===== config.mk =====
export PLATFORM = sky130hd
export DESIGN_NAME = osf_framer
export DESIGN_NICKNAME = d
export VERILOG_FILES = /design/src/core/osf_pkg.sv /design/src/core/osf_fifo.sv /design/src/core/osf_addr_crc.sv /design/src/core/osf_framer.sv
export SDC_FILE = /design/constraint.sdc
export NUM_CORES = 1
export LEC_CHECK = 0
export BUFFER_PORTS_ARGS = -buffer_cell sky130_fd_sc_hd__buf_4
export CORE_MARGIN = 4
export CORE_UTILIZATION = 40
export DETAILED_ROUTE_END_ITERATION = 8
export GPL_ROUTABILITY_DRIVEN = 0
export PLACE_DENSITY_LB_ADDON = 0.12
export SYNTH_ARGS = -nofsm -noshare
export SYNTH_HDL_FRONTEND = slang
export SYNTH_SLANG_ARGS = --single-unit
export TNS_END_PERCENT = 1

===== constraint.sdc =====
create_clock -name I_CORE_CLK -period 4.3 [get_ports I_CORE_CLK]
set_input_delay 0.86 -clock I_CORE_CLK [delete_from_list [all_inputs] [get_ports I_CORE_CLK]]
set_output_delay 0.86 -clock I_CORE_CLK [all_outputs]
set_load 0.005 [all_outputs]

===== src/core/osf_pkg.sv =====
/*
 sector framer constants: field lengths in 12-channel-bit slots, fixed channel patterns,
 address crc settings and the framer state encoding.
 assumes every field length counts whole slots of one byte (12 channel bits) each.
*/
package osf_pkg;
	localparam int          SLOT_CBITS    = 12;
	localparam int          SM_LEN        = 8;
	localparam int          HEADER_LOCK_PREAMBLE_ONE_LEN      = 26;
	localparam int          AM_LEN        = 1;
	localparam int          ADDR_LEN      = 5;
	localparam int          HEADER_LOCK_PREAMBLE_TWO_LEN      = 16;
	localparam int          PA_LEN        = 1;
	localparam int          GAP_LEN       = 20;
	localparam int          GAP_CBITS     = 240;
	localparam int          RECORDING_LOCK_PREAMBLE_LEN      = 27;
	localparam int          SYNC_LEN      = 4;
	localparam int          SYNC_CBITS    = 48;
	localparam int          DATA_LEN      = 2458;
	localparam int          FILL_LEN      = 8;
	localparam int          FIFO_LEN      = DATA_LEN - FILL_LEN;
	localparam int          BUF_CTRL_LEN  = 121;
	localparam int          BUF_STD_LEN   = 58;
	localparam int          BUF_CTRL_CB   = 1452;
	localparam int          BUF_STD_CB    = 696;
	localparam int          HDR_LEN       = 63;
	localparam int          SECTOR_CTRL   = 2694;
	localparam int          SECTOR_STD    = 2631;
	localparam int          MAX_SECTOR    = 16;
	localparam int          PLACE_TOL_CB  = 6;
	localparam int          SM_CBITS      = 96;
	localparam logic [5:0]  SM_LEADIN_ODD = 6'h05;
	localparam logic [5:0]  SM_LEADIN_EVN = 6'h01;
	localparam logic [11:0] VFO_SLOT      = 12'h249;
	localparam logic [2:0]  HEAD_BITS     = 3'h2;
	localparam logic [7:0]  HEADER_LOCK_PREAMBLE_TWO_TAIL     = 8'h49;
	localparam logic        HEADER_LOCK_PREAMBLE_TWO_Q        = ^{HEAD_BITS, HEADER_LOCK_PREAMBLE_TWO_TAIL};
	localparam logic [7:0]  PA_TAIL       = 8'h48;
	localparam logic        PA_Q          = ^{HEAD_BITS, PA_TAIL};
	localparam logic [9:0]  AM_HEAD       = 10'h002;
	localparam logic [11:0] GAP_CTRL_SLOT = 12'haaa;
	localparam logic [11:0] GAP_STD_SLOT  = 12'h000;
	localparam logic [11:0] BUF_SLOT      = 12'h000;
	localparam logic [7:0]  FILL_BYTE     = 8'hff;
	localparam logic [15:0] CRC_INIT      = 16'hffff;
	localparam logic [15:0] CRC_POLY      = 16'h1021;
	localparam int          BAND_CTRL     = 17;

	typedef enum logic [1:0] {
		ZONE_LEADIN  = 2'h0,
		ZONE_DATA    = 2'h1,
		ZONE_CTRL    = 2'h2,
		ZONE_LEADOUT = 2'h3
	} osf_zone_t;

	typedef enum logic [3:0] {
		ST_IDLE  = 4'h0,
		ST_SMARK = 4'h1,
		ST_HEADER_LOCK_PREAMBLE_ONE  = 4'h3,
		ST_AM1   = 4'h2,
		ST_ADDR1 = 4'h6,
		ST_HEADER_LOCK_PREAMBLE_TWO  = 4'h7,
		ST_AM2   = 4'h5,
		ST_ADDR2 = 4'h4,
		ST_PA1   = 4'hc,
		ST_GAP   = 4'hd,
		ST_RECORDING_LOCK_PREAMBLE  = 4'hf,
		ST_SYNC  = 4'he,
		ST_DATA  = 4'ha,
		ST_FILL  = 4'hb,
		ST_PA2   = 4'h9,
		ST_BUF   = 4'h8
	} osf_state_t;
endpackage : osf_pkg


===== src/core/osf_fifo.sv =====
/*
 show-ahead fifo between the controller data path and the framer.
 assumes one clock and a synchronous active-high reset.
*/
`timescale 1ns/1ps
module osf_fifo #(
	parameter int WIDTH = 8,
	parameter int DEPTH = 8
) (
	input  wire logic             i_clk,
	input  wire logic             i_rst,
	input  wire logic [WIDTH-1:0] i_data,
	input  wire logic             i_valid,
	output logic                  o_ready,
	output logic      [WIDTH-1:0] o_data,
	output logic                  o_valid,
	input  wire logic             i_ready
);
	localparam int AW = $clog2(DEPTH);

	logic [WIDTH-1:0] mem_r [DEPTH];
	logic [AW-1:0]    wp_r, wp_nxt, rp_r, rp_nxt;
	logic [AW:0]      cnt_r, cnt_nxt;
	logic             push, pop;

	assign o_ready = (cnt_r != (AW+1)'(DEPTH));
	assign o_valid = (cnt_r != '0);
	assign o_data  = mem_r[rp_r];
	assign push    = i_valid && o_ready;
	assign pop     = o_valid && i_ready;

	always_comb begin
		wp_nxt  = push ? ((wp_r == AW'(DEPTH - 1)) ? '0 : wp_r + 1'b1) : wp_r;
		rp_nxt  = pop ? ((rp_r == AW'(DEPTH - 1)) ? '0 : rp_r + 1'b1) : rp_r;
		cnt_nxt = cnt_r + (AW+1)'(push) - (AW+1)'(pop);
	end

	always_ff @(posedge i_clk) begin
		if (i_rst) begin
			wp_r  <= '0;
			rp_r  <= '0;
			cnt_r <= '0;
		end else begin
			wp_r  <= wp_nxt;
			rp_r  <= rp_nxt;
			cnt_r <= cnt_nxt;
		end
		if (push) begin
			mem_r[wp_r] <= i_data;
		end
	end
endmodule : osf_fifo


===== src/core/osf_addr_crc.sv =====
/*
 combinational 16-bit crc over the three leading address bytes, msb first.
 assumes the caller presents the bytes in field order.
*/
`timescale 1ns/1ps
module osf_addr_crc
	import osf_pkg::*;
(
	input  wire logic [23:0] i_bytes,
	output logic      [15:0] o_crc
);
	logic [15:0] c;
	logic        fb;

	always_comb begin
		c  = CRC_INIT;
		fb = 1'b0;
		for (int i = 23; i >= 0; i--) begin
			fb = c[15] ^ i_bytes[i];
			c  = {c[14:0], 1'b0} ^ (fb ? CRC_POLY : 16'h0000);
		end
		o_crc = c;
	end
endmodule : osf_addr_crc


===== src/core/osf_framer.sv =====
/*
 sector framer: emits one sector as a stream of 12-channel-bit slots, either raw
 channel patterns or bytes flagged for the external run-length encoder.
 assumes the channel takes a slot when valid and ready meet, and that the controller
 supplies the data field bytes (user, crc, ecc and resync) in recording order.
*/
// Summary of operation
// - header 63, gap 20, then recording field
// - sector totals 2694 control, 2631 elsewhere
// - header fields in fixed order and lengths
// - preamble 27, sync 4, data, closing, buffer
// - start pattern ends with band-parity lead-in
// - lead-in, control, lead-out zones pick variant
// - second preamble starts 010, seeded input 10
// - fourth preamble bit ends on trailing edge
// - recording preamble within six bits of ideal
// - align mark 000000001 0x0, x from next bits
// - address: track high, low, copy, sector
// - address bytes four, five hold crc
// - address encoding seeded from mark's last bits
// - closing pattern 010, fourth bit ends mark
// - gap 240 bits, control zone 2T fill
// - sync 48 bits, x from data start
// - data encoding seeded from sync's last bits
// - reed-solomon bytes arrive in data stream
// - buffer 1452 or 696 bits, no data
// - address and data bytes go to encoder
// - track carried as two's complement
// - sector numbers run zero to sixteen
// - header channel bits twice as long outside control zone
`timescale 1ns/1ps
module osf_framer
	import osf_pkg::*;
#(
	parameter logic [89:0] SM_LONG    = 90'h3ff_ffc0_0fff_f000_3fff_fc00,
	parameter logic [47:0] SYNC_WORD  = 48'h924_924_924_900,
	parameter int          SYNC_X_BIT = 2,
	parameter int          FIFO_DEPTH = 8
) (
	input  wire logic        I_CORE_CLK,
	input  wire logic        I_RST,
	input  wire logic        I_START,
	input  wire logic [1:0]  I_ZONE,
	input  wire logic [4:0]  I_BAND,
	input  wire logic [15:0] I_TRACK,
	input  wire logic [6:0]  I_SECTOR,
	input  wire logic [7:0]  I_DATA,
	input  wire logic        I_DATA_VALID,
	output logic             O_DATA_READY,
	output logic             O_SLOT_VALID,
	input  wire logic        I_SLOT_READY,
	output logic             O_SLOT_RAW,
	output logic      [11:0] O_SLOT_DATA,
	output logic      [3:0]  O_FIELD,
	output logic             O_HDR_RATE,
	output logic             O_SEED_LOAD,
	output logic      [1:0]  O_PREV_BITS,
	output logic             O_BUSY
);
	osf_state_t  st_r, st_nxt;
	logic [11:0] cnt_r, cnt_nxt, idx_r, idx_nxt, tot_r, tot_nxt;
	logic        ov_r, ov_nxt, raw_r, raw_nxt, hr_r, hr_nxt, seed_r, seed_nxt;
	logic [11:0] dat_r, dat_nxt;
	logic [3:0]  fld_r, fld_nxt;
	logic [1:0]  prev_r, prev_nxt;
	logic [15:0] trk_r, trk_nxt;
	logic [6:0]  sec_r, sec_nxt;
	logic        ctl_r, ctl_nxt, odd_r, odd_nxt;
	logic [7:0]  f_data;
	logic        f_valid, pop, load, stall;
	logic [15:0] crc;
	logic [95:0] sm_full, sm_sh;
	logic [47:0] sync_full, sync_sh;
	logic [11:0] slot;
	logic        is_raw, seed;

	function automatic logic [11:0] field_len(osf_state_t s, logic ctl);
		unique case (s)
			ST_SMARK: field_len = 12'(SM_LEN);
			ST_HEADER_LOCK_PREAMBLE_ONE:  field_len = 12'(HEADER_LOCK_PREAMBLE_ONE_LEN);
			ST_AM1,
			ST_AM2:   field_len = 12'(AM_LEN);
			ST_ADDR1,
			ST_ADDR2: field_len = 12'(ADDR_LEN);
			ST_HEADER_LOCK_PREAMBLE_TWO:  field_len = 12'(HEADER_LOCK_PREAMBLE_TWO_LEN);
			ST_PA1,
			ST_PA2:   field_len = 12'(PA_LEN);
			ST_GAP:   field_len = 12'(GAP_LEN);
			ST_RECORDING_LOCK_PREAMBLE:  field_len = 12'(RECORDING_LOCK_PREAMBLE_LEN);
			ST_SYNC:  field_len = 12'(SYNC_LEN);
			ST_DATA:  field_len = 12'(FIFO_LEN);
			ST_FILL:  field_len = 12'(FILL_LEN);
			ST_BUF:   field_len = ctl ? 12'(BUF_CTRL_LEN) : 12'(BUF_STD_LEN);
			ST_IDLE:  field_len = 12'h001;
		endcase
	endfunction : field_len

	function automatic osf_state_t field_next(osf_state_t s);
		unique case (s)
			ST_IDLE:  field_next = ST_SMARK;
			ST_SMARK: field_next = ST_HEADER_LOCK_PREAMBLE_ONE;
			ST_HEADER_LOCK_PREAMBLE_ONE:  field_next = ST_AM1;
			ST_AM1:   field_next = ST_ADDR1;
			ST_ADDR1: field_next = ST_HEADER_LOCK_PREAMBLE_TWO;
			ST_HEADER_LOCK_PREAMBLE_TWO:  field_next = ST_AM2;
			ST_AM2:   field_next = ST_ADDR2;
			ST_ADDR2: field_next = ST_PA1;
			ST_PA1:   field_next = ST_GAP;
			ST_GAP:   field_next = ST_RECORDING_LOCK_PREAMBLE;
			ST_RECORDING_LOCK_PREAMBLE:  field_next = ST_SYNC;
			ST_SYNC:  field_next = ST_DATA;
			ST_DATA:  field_next = ST_FILL;
			ST_FILL:  field_next = ST_PA2;
			ST_PA2:   field_next = ST_BUF;
			ST_BUF:   field_next = ST_IDLE;
		endcase
	endfunction : field_next

	osf_fifo #(
		.WIDTH (8),
		.DEPTH (FIFO_DEPTH)
	) u_fifo (
		.i_clk   (I_CORE_CLK),
		.i_rst   (I_RST),
		.i_data  (I_DATA),
		.i_valid (I_DATA_VALID),
		.o_ready (O_DATA_READY),
		.o_data  (f_data),
		.o_valid (f_valid),
		.i_ready (pop)
	);

	osf_addr_crc u_crc (
		.i_bytes ({trk_r, st_r == ST_ADDR2, sec_r}),
		.o_crc   (crc)
	);

	assign sm_full   = {SM_LONG, odd_r ? SM_LEADIN_ODD : SM_LEADIN_EVN};
	assign sm_sh     = sm_full << (7'(cnt_r[2:0]) * 7'd12);
	assign sync_full = SYNC_WORD | (48'(f_data[7:6] == 2'h0) << SYNC_X_BIT);
	assign sync_sh   = sync_full << (6'(cnt_r[1:0]) * 6'd12);
	assign stall     = (st_r == ST_SYNC || st_r == ST_DATA) && !f_valid;
	assign load      = (st_r != ST_IDLE) && (!ov_r || I_SLOT_READY) && !stall;
	assign pop       = load && (st_r == ST_DATA);

	// slot content for the current field position
	always_comb begin
		slot   = BUF_SLOT;
		is_raw = 1'b1;
		seed   = 1'b0;
		unique case (st_r)
			ST_SMARK: slot = sm_sh[95:84];
			ST_HEADER_LOCK_PREAMBLE_ONE,
			ST_RECORDING_LOCK_PREAMBLE:  slot = VFO_SLOT;
			ST_AM1,
			ST_AM2:   slot = {AM_HEAD, trk_r[15:14] == 2'h0, 1'b0};
			ST_ADDR1,
			ST_ADDR2: begin
				is_raw = 1'b0;
				unique case (cnt_r[2:0])
					3'h0:    slot = {4'h0, trk_r[15:8]};
					3'h1:    slot = {4'h0, trk_r[7:0]};
					3'h2:    slot = {4'h0, st_r == ST_ADDR2, sec_r};
					3'h3:    slot = {4'h0, crc[15:8]};
					default: slot = {4'h0, crc[7:0]};
				endcase
			end
			ST_HEADER_LOCK_PREAMBLE_TWO: begin
				seed = (cnt_r == 12'h000);
				slot = seed ? {HEAD_BITS, HEADER_LOCK_PREAMBLE_TWO_Q, HEADER_LOCK_PREAMBLE_TWO_TAIL} : VFO_SLOT;
			end
			ST_PA1,
			ST_PA2: begin
				seed = 1'b1;
				slot = {HEAD_BITS, PA_Q, PA_TAIL};
			end
			ST_GAP:   slot = ctl_r ? GAP_CTRL_SLOT : GAP_STD_SLOT;
			ST_SYNC:  slot = sync_sh[47:36];
			ST_DATA: begin
				is_raw = 1'b0;
				slot   = {4'h0, f_data};
			end
			ST_FILL: begin
				is_raw = 1'b0;
				slot   = {4'h0, FILL_BYTE};
			end
			ST_BUF:   slot = BUF_SLOT;
			ST_IDLE:  slot = BUF_SLOT;
		endcase
	end

	always_comb begin
		st_nxt   = st_r;
		cnt_nxt  = cnt_r;
		idx_nxt  = idx_r;
		tot_nxt  = tot_r;
		ov_nxt   = ov_r && !I_SLOT_READY;
		raw_nxt  = raw_r;
		dat_nxt  = dat_r;
		fld_nxt  = fld_r;
		hr_nxt   = hr_r;
		seed_nxt = seed_r;
		prev_nxt = prev_r;
		trk_nxt  = trk_r;
		sec_nxt  = sec_r;
		ctl_nxt  = ctl_r;
		odd_nxt  = odd_r;
		if (st_r == ST_IDLE) begin
			if (I_START && !ov_r && I_SECTOR <= 7'(MAX_SECTOR)) begin
				st_nxt  = ST_SMARK;
				cnt_nxt = '0;
				tot_nxt = '0;
				trk_nxt = I_TRACK;
				sec_nxt = I_SECTOR;
				ctl_nxt = (I_ZONE == ZONE_CTRL);
				unique case (I_ZONE)
					ZONE_LEADIN:  odd_nxt = 1'b0;
					ZONE_CTRL:    odd_nxt = BAND_CTRL[0];
					ZONE_LEADOUT: odd_nxt = 1'b0;
					ZONE_DATA:    odd_nxt = I_BAND[0];
				endcase
			end
		end else if (load) begin
			ov_nxt   = 1'b1;
			raw_nxt  = is_raw;
			dat_nxt  = slot;
			fld_nxt  = st_r;
			idx_nxt  = cnt_r;
			seed_nxt = seed;
			tot_nxt  = tot_r + 12'h001;
			hr_nxt   = (tot_r < 12'(HDR_LEN)) && !ctl_r;
			if (is_raw) begin
				prev_nxt = slot[1:0];
			end
			if (cnt_r == field_len(st_r, ctl_r) - 12'h001) begin
				cnt_nxt = '0;
				st_nxt  = field_next(st_r);
			end else begin
				cnt_nxt = cnt_r + 12'h001;
			end
		end
	end

	always_ff @(posedge I_CORE_CLK) begin
		if (I_RST) begin
			st_r   <= ST_IDLE;
			cnt_r  <= '0;
			idx_r  <= '0;
			tot_r  <= '0;
			ov_r   <= 1'b0;
			raw_r  <= 1'b1;
			dat_r  <= '0;
			fld_r  <= ST_IDLE;
			hr_r   <= 1'b0;
			seed_r <= 1'b0;
			prev_r <= '0;
			trk_r  <= '0;
			sec_r  <= '0;
			ctl_r  <= 1'b0;
			odd_r  <= 1'b0;
		end else begin
			st_r   <= st_nxt;
			cnt_r  <= cnt_nxt;
			idx_r  <= idx_nxt;
			tot_r  <= tot_nxt;
			ov_r   <= ov_nxt;
			raw_r  <= raw_nxt;
			dat_r  <= dat_nxt;
			fld_r  <= fld_nxt;
			hr_r   <= hr_nxt;
			seed_r <= seed_nxt;
			prev_r <= prev_nxt;
			trk_r  <= trk_nxt;
			sec_r  <= sec_nxt;
			ctl_r  <= ctl_nxt;
			odd_r  <= odd_nxt;
		end
	end

	assign O_SLOT_VALID = ov_r;
	assign O_SLOT_RAW   = raw_r;
	assign O_SLOT_DATA  = dat_r;
	assign O_FIELD      = fld_r;
	assign O_HDR_RATE   = hr_r;
	assign O_SEED_LOAD  = seed_r;
	assign O_PREV_BITS  = prev_r;
	assign O_BUSY       = (st_r != ST_IDLE) || ov_r;

	sector_len_a: assert property (@(posedge I_CORE_CLK) disable iff (I_RST)
		(st_r == ST_BUF && st_nxt == ST_IDLE)
		|=> (tot_r == (ctl_r ? 12'(SECTOR_CTRL) : 12'(SECTOR_STD))))
		else $error("sector slot count wrong");
	header_gap_a: assert property (@(posedge I_CORE_CLK) disable iff (I_RST)
		(load && st_r == ST_RECORDING_LOCK_PREAMBLE && cnt_r == 12'h000)
		|-> (tot_r == 12'(HDR_LEN + GAP_LEN)) && (GAP_LEN * SLOT_CBITS == GAP_CBITS))
		else $error("header plus gap length wrong");
	preamble_place_a: assert property (@(posedge I_CORE_CLK) disable iff (I_RST)
		(load && st_r == ST_RECORDING_LOCK_PREAMBLE && cnt_r == 12'h000)
		|-> (12'(SLOT_CBITS) * tot_r - 12'(SLOT_CBITS * (HDR_LEN + GAP_LEN))
			<= 12'(PLACE_TOL_CB)))
		else $error("recording preamble misplaced");
	align_mark_a: assert property (@(posedge I_CORE_CLK) disable iff (I_RST)
		(ov_r && (fld_r == ST_AM1 || fld_r == ST_AM2))
		|-> (dat_r[11:2] == AM_HEAD) && !dat_r[0] && (dat_r[1] == (trk_r[15:14] == 2'h0)))
		else $error("align mark pattern wrong");
	copy_index_a: assert property (@(posedge I_CORE_CLK) disable iff (I_RST)
		(ov_r && fld_r == ST_ADDR2 && idx_r == 12'h002) |-> dat_r[7] && !raw_r)
		else $error("second copy index bit clear");
	closing_edge_a: assert property (@(posedge I_CORE_CLK) disable iff (I_RST)
		(ov_r && (fld_r == ST_PA1 || fld_r == ST_PA2))
		|-> (dat_r[11:9] == HEAD_BITS) && !(^dat_r) && seed_r)
		else $error("closing pattern not ending on mark edge");
	preamble_two_a: assert property (@(posedge I_CORE_CLK) disable iff (I_RST)
		(load && st_r == ST_HEADER_LOCK_PREAMBLE_TWO && cnt_r == 12'h000)
		|=> seed_r && (dat_r[11:9] == HEAD_BITS) && (dat_r[8] == HEADER_LOCK_PREAMBLE_TWO_Q) && !(^dat_r))
		else $error("second preamble head wrong");
	leadin_a: assert property (@(posedge I_CORE_CLK) disable iff (I_RST)
		(load && st_r == ST_SMARK && cnt_r == 12'(SM_LEN - 1))
		|=> (dat_r[5:0] == (odd_r ? SM_LEADIN_ODD : SM_LEADIN_EVN)))
		else $error("start pattern lead-in wrong");
	fill_ff_a: assert property (@(posedge I_CORE_CLK) disable iff (I_RST)
		(ov_r && fld_r == ST_FILL) |-> (dat_r[7:0] == FILL_BYTE) && !raw_r)
		else $error("fill byte not FF");
	header_rate_a: assert property (@(posedge I_CORE_CLK) disable iff (I_RST)
		(load && st_r == ST_GAP) |=> !hr_r)
		else $error("gap slot flagged at header rate");
	buffer_a: assert property (@(posedge I_CORE_CLK) disable iff (I_RST)
		(ov_r && fld_r == ST_BUF) |-> raw_r && (dat_r == BUF_SLOT)
			&& (BUF_CTRL_LEN * SLOT_CBITS == BUF_CTRL_CB) && (BUF_STD_LEN * SLOT_CBITS == BUF_STD_CB))
		else $error("buffer slot carries data");
	slot_hold_a: assert property (@(posedge I_CORE_CLK) disable iff (I_RST)
		(ov_r && !I_SLOT_READY) |=> ov_r && $stable(dat_r) && $stable(fld_r) && $stable(raw_r))
		else $error("pending slot changed before taken");
	sync_x_a: assert property (@(posedge I_CORE_CLK) disable iff (I_RST)
		(load && st_r == ST_SYNC && cnt_r == 12'(SYNC_LEN - 1))
		|=> (dat_r[SYNC_X_BIT] == ($past(f_data[7:6]) == 2'h0)))
		else $error("sync variable bit wrong");
	start_refuse_a: assert property (@(posedge I_CORE_CLK) disable iff (I_RST)
		(st_r == ST_IDLE && I_START && I_SECTOR > 7'(MAX_SECTOR)) |=> (st_r == ST_IDLE))
		else $error("out-of-range sector started");
endmodule : osf_framer


* After elaboration in Yosys (flattened, before gate mapping)
Memories as Yosys holds them, arrays and structs flattened. A register that Yosys moved wholly into a read port is not among the register bits.
Cells that the tools add are included.
W data, S select, Z words.
** Cells by class
- $mul :: 2
- Reductions and logical operators :: 41
- Order comparisons :: 2
- Shift-type cells :: 2
- Bitwise operators :: 49
- Equality and inequality tests :: 26
- Muxes and demuxes :: 56
- $add $sub $neg :: 7
** Operator list (number)
- $xor A16 B16 Y16 :: 23
- $mux W13 :: 24
- $pmux W12 S11 :: 1
- $pmux W12 S10 :: 1
- $mux W12 :: 9
- $shl A96 B7 Y96 :: 1
- $shl A48 B6 Y48 :: 1
- $eq A4 B4 Y1 const B :: 8
- $pmux W8 S4 :: 1
- $add A12 B1 Y12 const B :: 2
- $mux W4 :: 6
- $xor A1 B1 Y1 :: 23
- $eq A4 B3 Y1 const B :: 4
- $mux W3 :: 5
- $not A15 Y15 :: 1
- $eq A12 B12 Y1 :: 1
- $logic_not A12 Y1 :: 1
- $lt A12 B6 Y1 const B :: 1
- $reduce_or A2 Y1 :: 6
- $sub A12 B1 Y12 const B :: 1
- $mux W11 :: 1
- $logic_and A1 B1 Y1 :: 10
- $eq A4 B2 Y1 const B :: 2
- $reduce_bool A4 Y1 :: 2
- 28 further kinds :: 50
** Storage, ports and cells
- Bits in registers :: 85
- ROM bits :: 64
- Output and inout bits :: 24
- Memories kept :: 2
- RAM bits :: 64
** Memories
- (name not given) :: depth 16, bits a word 4, read ports 1, clocked after memory_dff 1, wr ports 0, line osf_framer.sv:99 : unique case (s)
- u_fifo.mem_r :: depth 8, bits a word 8, read ports 1, clocked after memory_dff 1, wr ports 1, line osf_fifo.sv:21 : logic [WIDTH-1:0] mem_r [DEPTH];

* Longest topological paths before layout
- Depth after elaboration :: 73
- Depth in mapped cells :: 16
- Mapped depth without buffers :: 14

* Hierarchy
Synthesis repeated with hierarchy kept, for this count alone.
** Second synthesis, totals
- Cells, all modules :: 870
- Area, all modules :: 8700.8 um^2
** By module, submodules not included
- osf_framer :: cells each 643, times used 1, area each 4785.8 um^2
- osf_fifo :: cells each 169, times used 1, area each 3188.1 um^2
- osf_addr_crc :: cells each 58, times used 1, area each 726.9 um^2

* Worst setup path after synthesis
Ideal clock, no wire load.
- Path kind :: register -> register
- Start :: register st_r[3]
- End :: register (tool-made name)
- Data arrival time :: 3.507 ns
- Required time :: 4.230 ns
- Library setup time :: 0.070 ns
- Path buffers :: 4
- Setup slack :: 0.723 ns
- Stages on the path, launching flop included :: 16
- Path through :: dfxtp_1 > buf_4 > clkbuf_1 > clkbuf_1 > a21oi_1 > o22a_1 > o22a_1 > ha_1 > xnor2_1 > or4_1 > nor4_2 > o2111ai_1 > o31ai_4 > buf_4 > nor3_1 > a21oi_1
** RTL lines
- start: declaration :: line osf_framer.sv:60 : osf_state_t st_r, st_nxt;
- start signal: assignment :: line osf_framer.sv:262 : st_r <= st_nxt;

==> flow_summary.toml <==
[synth]
syn_inst = 887
synth_cell_types = 71
syn_area_sq_um = 8560
yosysWarnings = 0
synth-edff-count = 64
ys_ff_latch = 156
synthArstFlopShare_pct = 0
synth_ff_type = "dfxtp_1"
syn-num-nets = 959
syn_avg_cell_area_sq_um = 9.66
ys_seq_area_share_pct = 43.9

[routing]
ant_nets = 0
first_iter_violations = 580
firstDrtPassIters = 6
wl_um = 21600
post_drt_wl_per_cell_um = 17.8
vias_per_cell = 5.46
vias = 6628
drc = 0

[floorplan]
dieArea_sq_um = 23800
dieHeight_um = 154
num_io_pins = 67
core_sq_um = 21000
rows = 53
die_w_um = 154
initial_core_util_pct = 40.7

[critical_path]
cp_slowest_cell = "dfxtp_1"
crit_path_end_kind = "flip-flop"
cp.required_ps = 4660
crit_type = "reg -> reg"
crit_buf_inv = 2
worstPathCellList = "buf_4 > nor2_1 > a21oi_1 > o22a_1 > o22a_1 > ha_1 > xnor2_1 > or4_1 > nor4_2 > o2111ai_1 > o31ai_4 > buf_4 > nor3_1 > a21oi_1"
worstSetupStartpointType = "flip-flop"
worst-endpoint-arrival_ps = 4220
slowest_delay_ps = 720
cpLargestDelayFamily = "compound AO/OA/AOI/OAI gates"
cp_max_fo = 15

[clocking]
cts_buffers = 17
cts_sinks = 156
cts-root-buf = "clkbuf_16"
clk_pin_slew_ps = 60
h-tree-depth = 4
post_cts_buffers = 0
cts_tree = "yes"
clk_latency_ps = 430
postCtsHoldBufs = 0
post_cts_resized = 0
clockBufferDepth = 2

[placement]
dpl.cell_count = 1184
dpl.hpwl_um = 15300
io_buffers = 62

[power]
p_seq_share_pct = 46.6
switchingPower_mw = 0.875
pwr-share-comb_pct = 11.0
power_density_nw_per_um2 = 355
p_int_mw = 2.62
irDropWorstVdd_mv = 0.327
swShare_pct = 25.0
power.share.clock_pct = 42.4
p_leak_nw = 3.54

[sta]
rsz0062_at_grt = "false"
fin_setup_tns_ps = 0
max_freq_ghz = 0.259
finClkSkew_ps = 13.0
finalCriticalPeriod_ps = 3860
finalSetupViolCount = 0
max_slew.worst_pin.slew_ps = 953
final_hold_viol_count = 0
max_slew_margin_pct = 36.2
slew_violations = 0
finalCritPeriodShare_pct = 89.7

[finish]
utilization_pct = 46.9
area.growth.synth_to_final_pct = 15.1
instances_no_fill = 1215
fillCellCount = 1998
regArea_sq_um = 3760
drive_gt1_share_pct = 15.3
antenna_cells = 0
multiInputGateArea_sq_um = 4480
nNetsFinal = 1000

[hold_path]
hold_class = "reg -> reg"

[global_route]
track_usage_pct = 18.6
grt_antenna_before_repair = 0
grt_pass1_wl_um = 35500
grt_pass1_vias = 6471
grt_overflow = 0
grt_max_degree = 47

[flow_run]
drv_cap = 0

[status]
status = "finished clean"
final timing paths:
| check | startpoint | slack [ps] | endpoint | depth (start not counted) |
|---|---|---|---|---|
| worst max-delay path | st_r[1] | 440 | flip-flop | 14 |
| worst min-delay path | sec_r[6] | 450 | sec_r[6] | 2 |
| worst max register to register | st_r[1] | 440 | flip-flop | 14 |
| worst min register to register | sec_r[6] | 450 | sec_r[6] | 2 |
cells in the mapped netlist, types with 3 or more instances:
cell,instances,share of area (%)
ha_1,27,3.9
buf_4,6,0.53
nand3_1,9,0.53
a222oi_1,9,1.1
o31ai_1,6,0.53
nor4_1,7,0.51
nor2_1,89,3.9
or3_1,11,0.80
mux4_2,16,4.2
a21oi_1,76,4.4
nor3b_1,6,0.53
o22ai_1,3,0.22
o21bai_1,3,0.26
o211ai_1,3,0.26
nor2b_1,9,0.66
xnor2_1,50,5.1
a31oi_1,3,0.22
edfxtp_1,64,22
and3_1,7,0.51
inv_1,20,0.88
and4_1,3,0.31
o21ai_0,37,2.2
clkbuf_1,39,1.7
a41o_1,3,0.35
xor2_1,21,2.1
dfxtp_1,92,22
buf_1,6,0.26
buf_2,8,0.47
mux2i_1,16,1.9
mux2_2,3,0.39
nand2b_1,11,0.80
nand2_1,108,4.7
a311oi_1,4,0.41
a22oi_1,3,0.26
a211oi_1,14,1.2
a21o_1,7,0.61
nand4_1,6,0.44
a32oi_1,4,0.41
o22a_1,3,0.31
nor3_1,26,1.5
xnor3_1,6,1.6
cells by family (layout without fill, tap and decap cells):
| logic type | Yosys count | in the layout | synth area share, % |
|---|---|---|---|
| simple gates | 309 | 309 | 17.1 |
| compound gates | 197 | 197 | 14.8 |
| flops | 156 | 156 | 43.9 |
| buf+inv | 82 | 135 | 3.97 |
| xor+xnor | 79 | 79 | 9.31 |
| mux | 35 | 35 | 6.47 |
| fa+ha+maj | 29 | 29 | 4.41 |
power groups by stage:
stage / Combinational, mW / Sequential (mW) / Clock [mW]
6_report: 0.386 / 1.63 / 1.48
2_1_floorplan: 0.258 / 1.65 / 0
5_1_grt: 0.428 / 1.64 / 1.58
3_5_place_dp: 0.386 / 1.66 / 0
4_1_cts: 0.388 / 1.63 / 1.52
3_3_place_gp: 0.385 / 1.66 / 0
layout make-up:
cell class,instances,share of cell area (%)
Clock inverter,13,1.43
Multi-Input combinational cell,649,45.5
Tap cell,275,3.49
Sequential cell,156,38.2
Timing Repair Buffer,81,6.17
Clock buffer,18,4.36
Inverter,23,0.876
metrics by stage:
stage,setup WS [ps],total power [mW],area (sq um),hold slack (ps)
4_1_cts,445,3.54,9850,456
5_1_grt,77.7,3.65,9850,484
3_3_place_gp,566,2.05,9280,443
3_5_place_dp,497,2.05,9280,447
2_1_floorplan,723,1.91,8560,422
6_report,443,3.50,9850,453
layer usage:
metal  part of all wire, %  routed length [um]  global-route usage [%]
met1                    47               10100                    25.7
met2                    48               10300                    29.9
met3                   4.6                1000                    4.06
met4                   1.1                 245                    4.37
met5                     0                   0                       0
state kept, by name, summed over array words and instances, names as in the netlist, 4 cells and up, named ones only:
register      flops
O_SLOT_DATA      12
tot_r            12
st_r              4
u_fifo.cnt_r      4
trk_r            16
sec_r             7
O_FIELD           4
u_fifo.mem_r     64
cnt_r            12
worst register-to-register path: cells and delay by family (launching register included):
kind                     cells  cell delay [ps]
XOR/XNOR                     1              120
AND/OR/NAND/NOR              4              790
flip-flops                   1              720
adder cells (fa/ha/maj)      1              240
AO/OA/AOI/OAI                6             1400
buffers and inverters        2              530
cell usage in the layout, fill, tap and decap left out, types with 14 or more instances in the layout:
cell / count
nand2_1: 108
ha_1: 27
mux4_2: 16
buf_4: 81
inv_1: 20
mux2i_1: 16
xnor2_1: 50
edfxtp_1: 64
a21oi_1: 75
clkbuf_16: 17
nor2_1: 89
nor3_1: 23
a211oi_1: 14
xor2_1: 21
o21ai_0: 37
dfxtp_1: 92
Note: power is estimated with default switching activity, not from simulation.
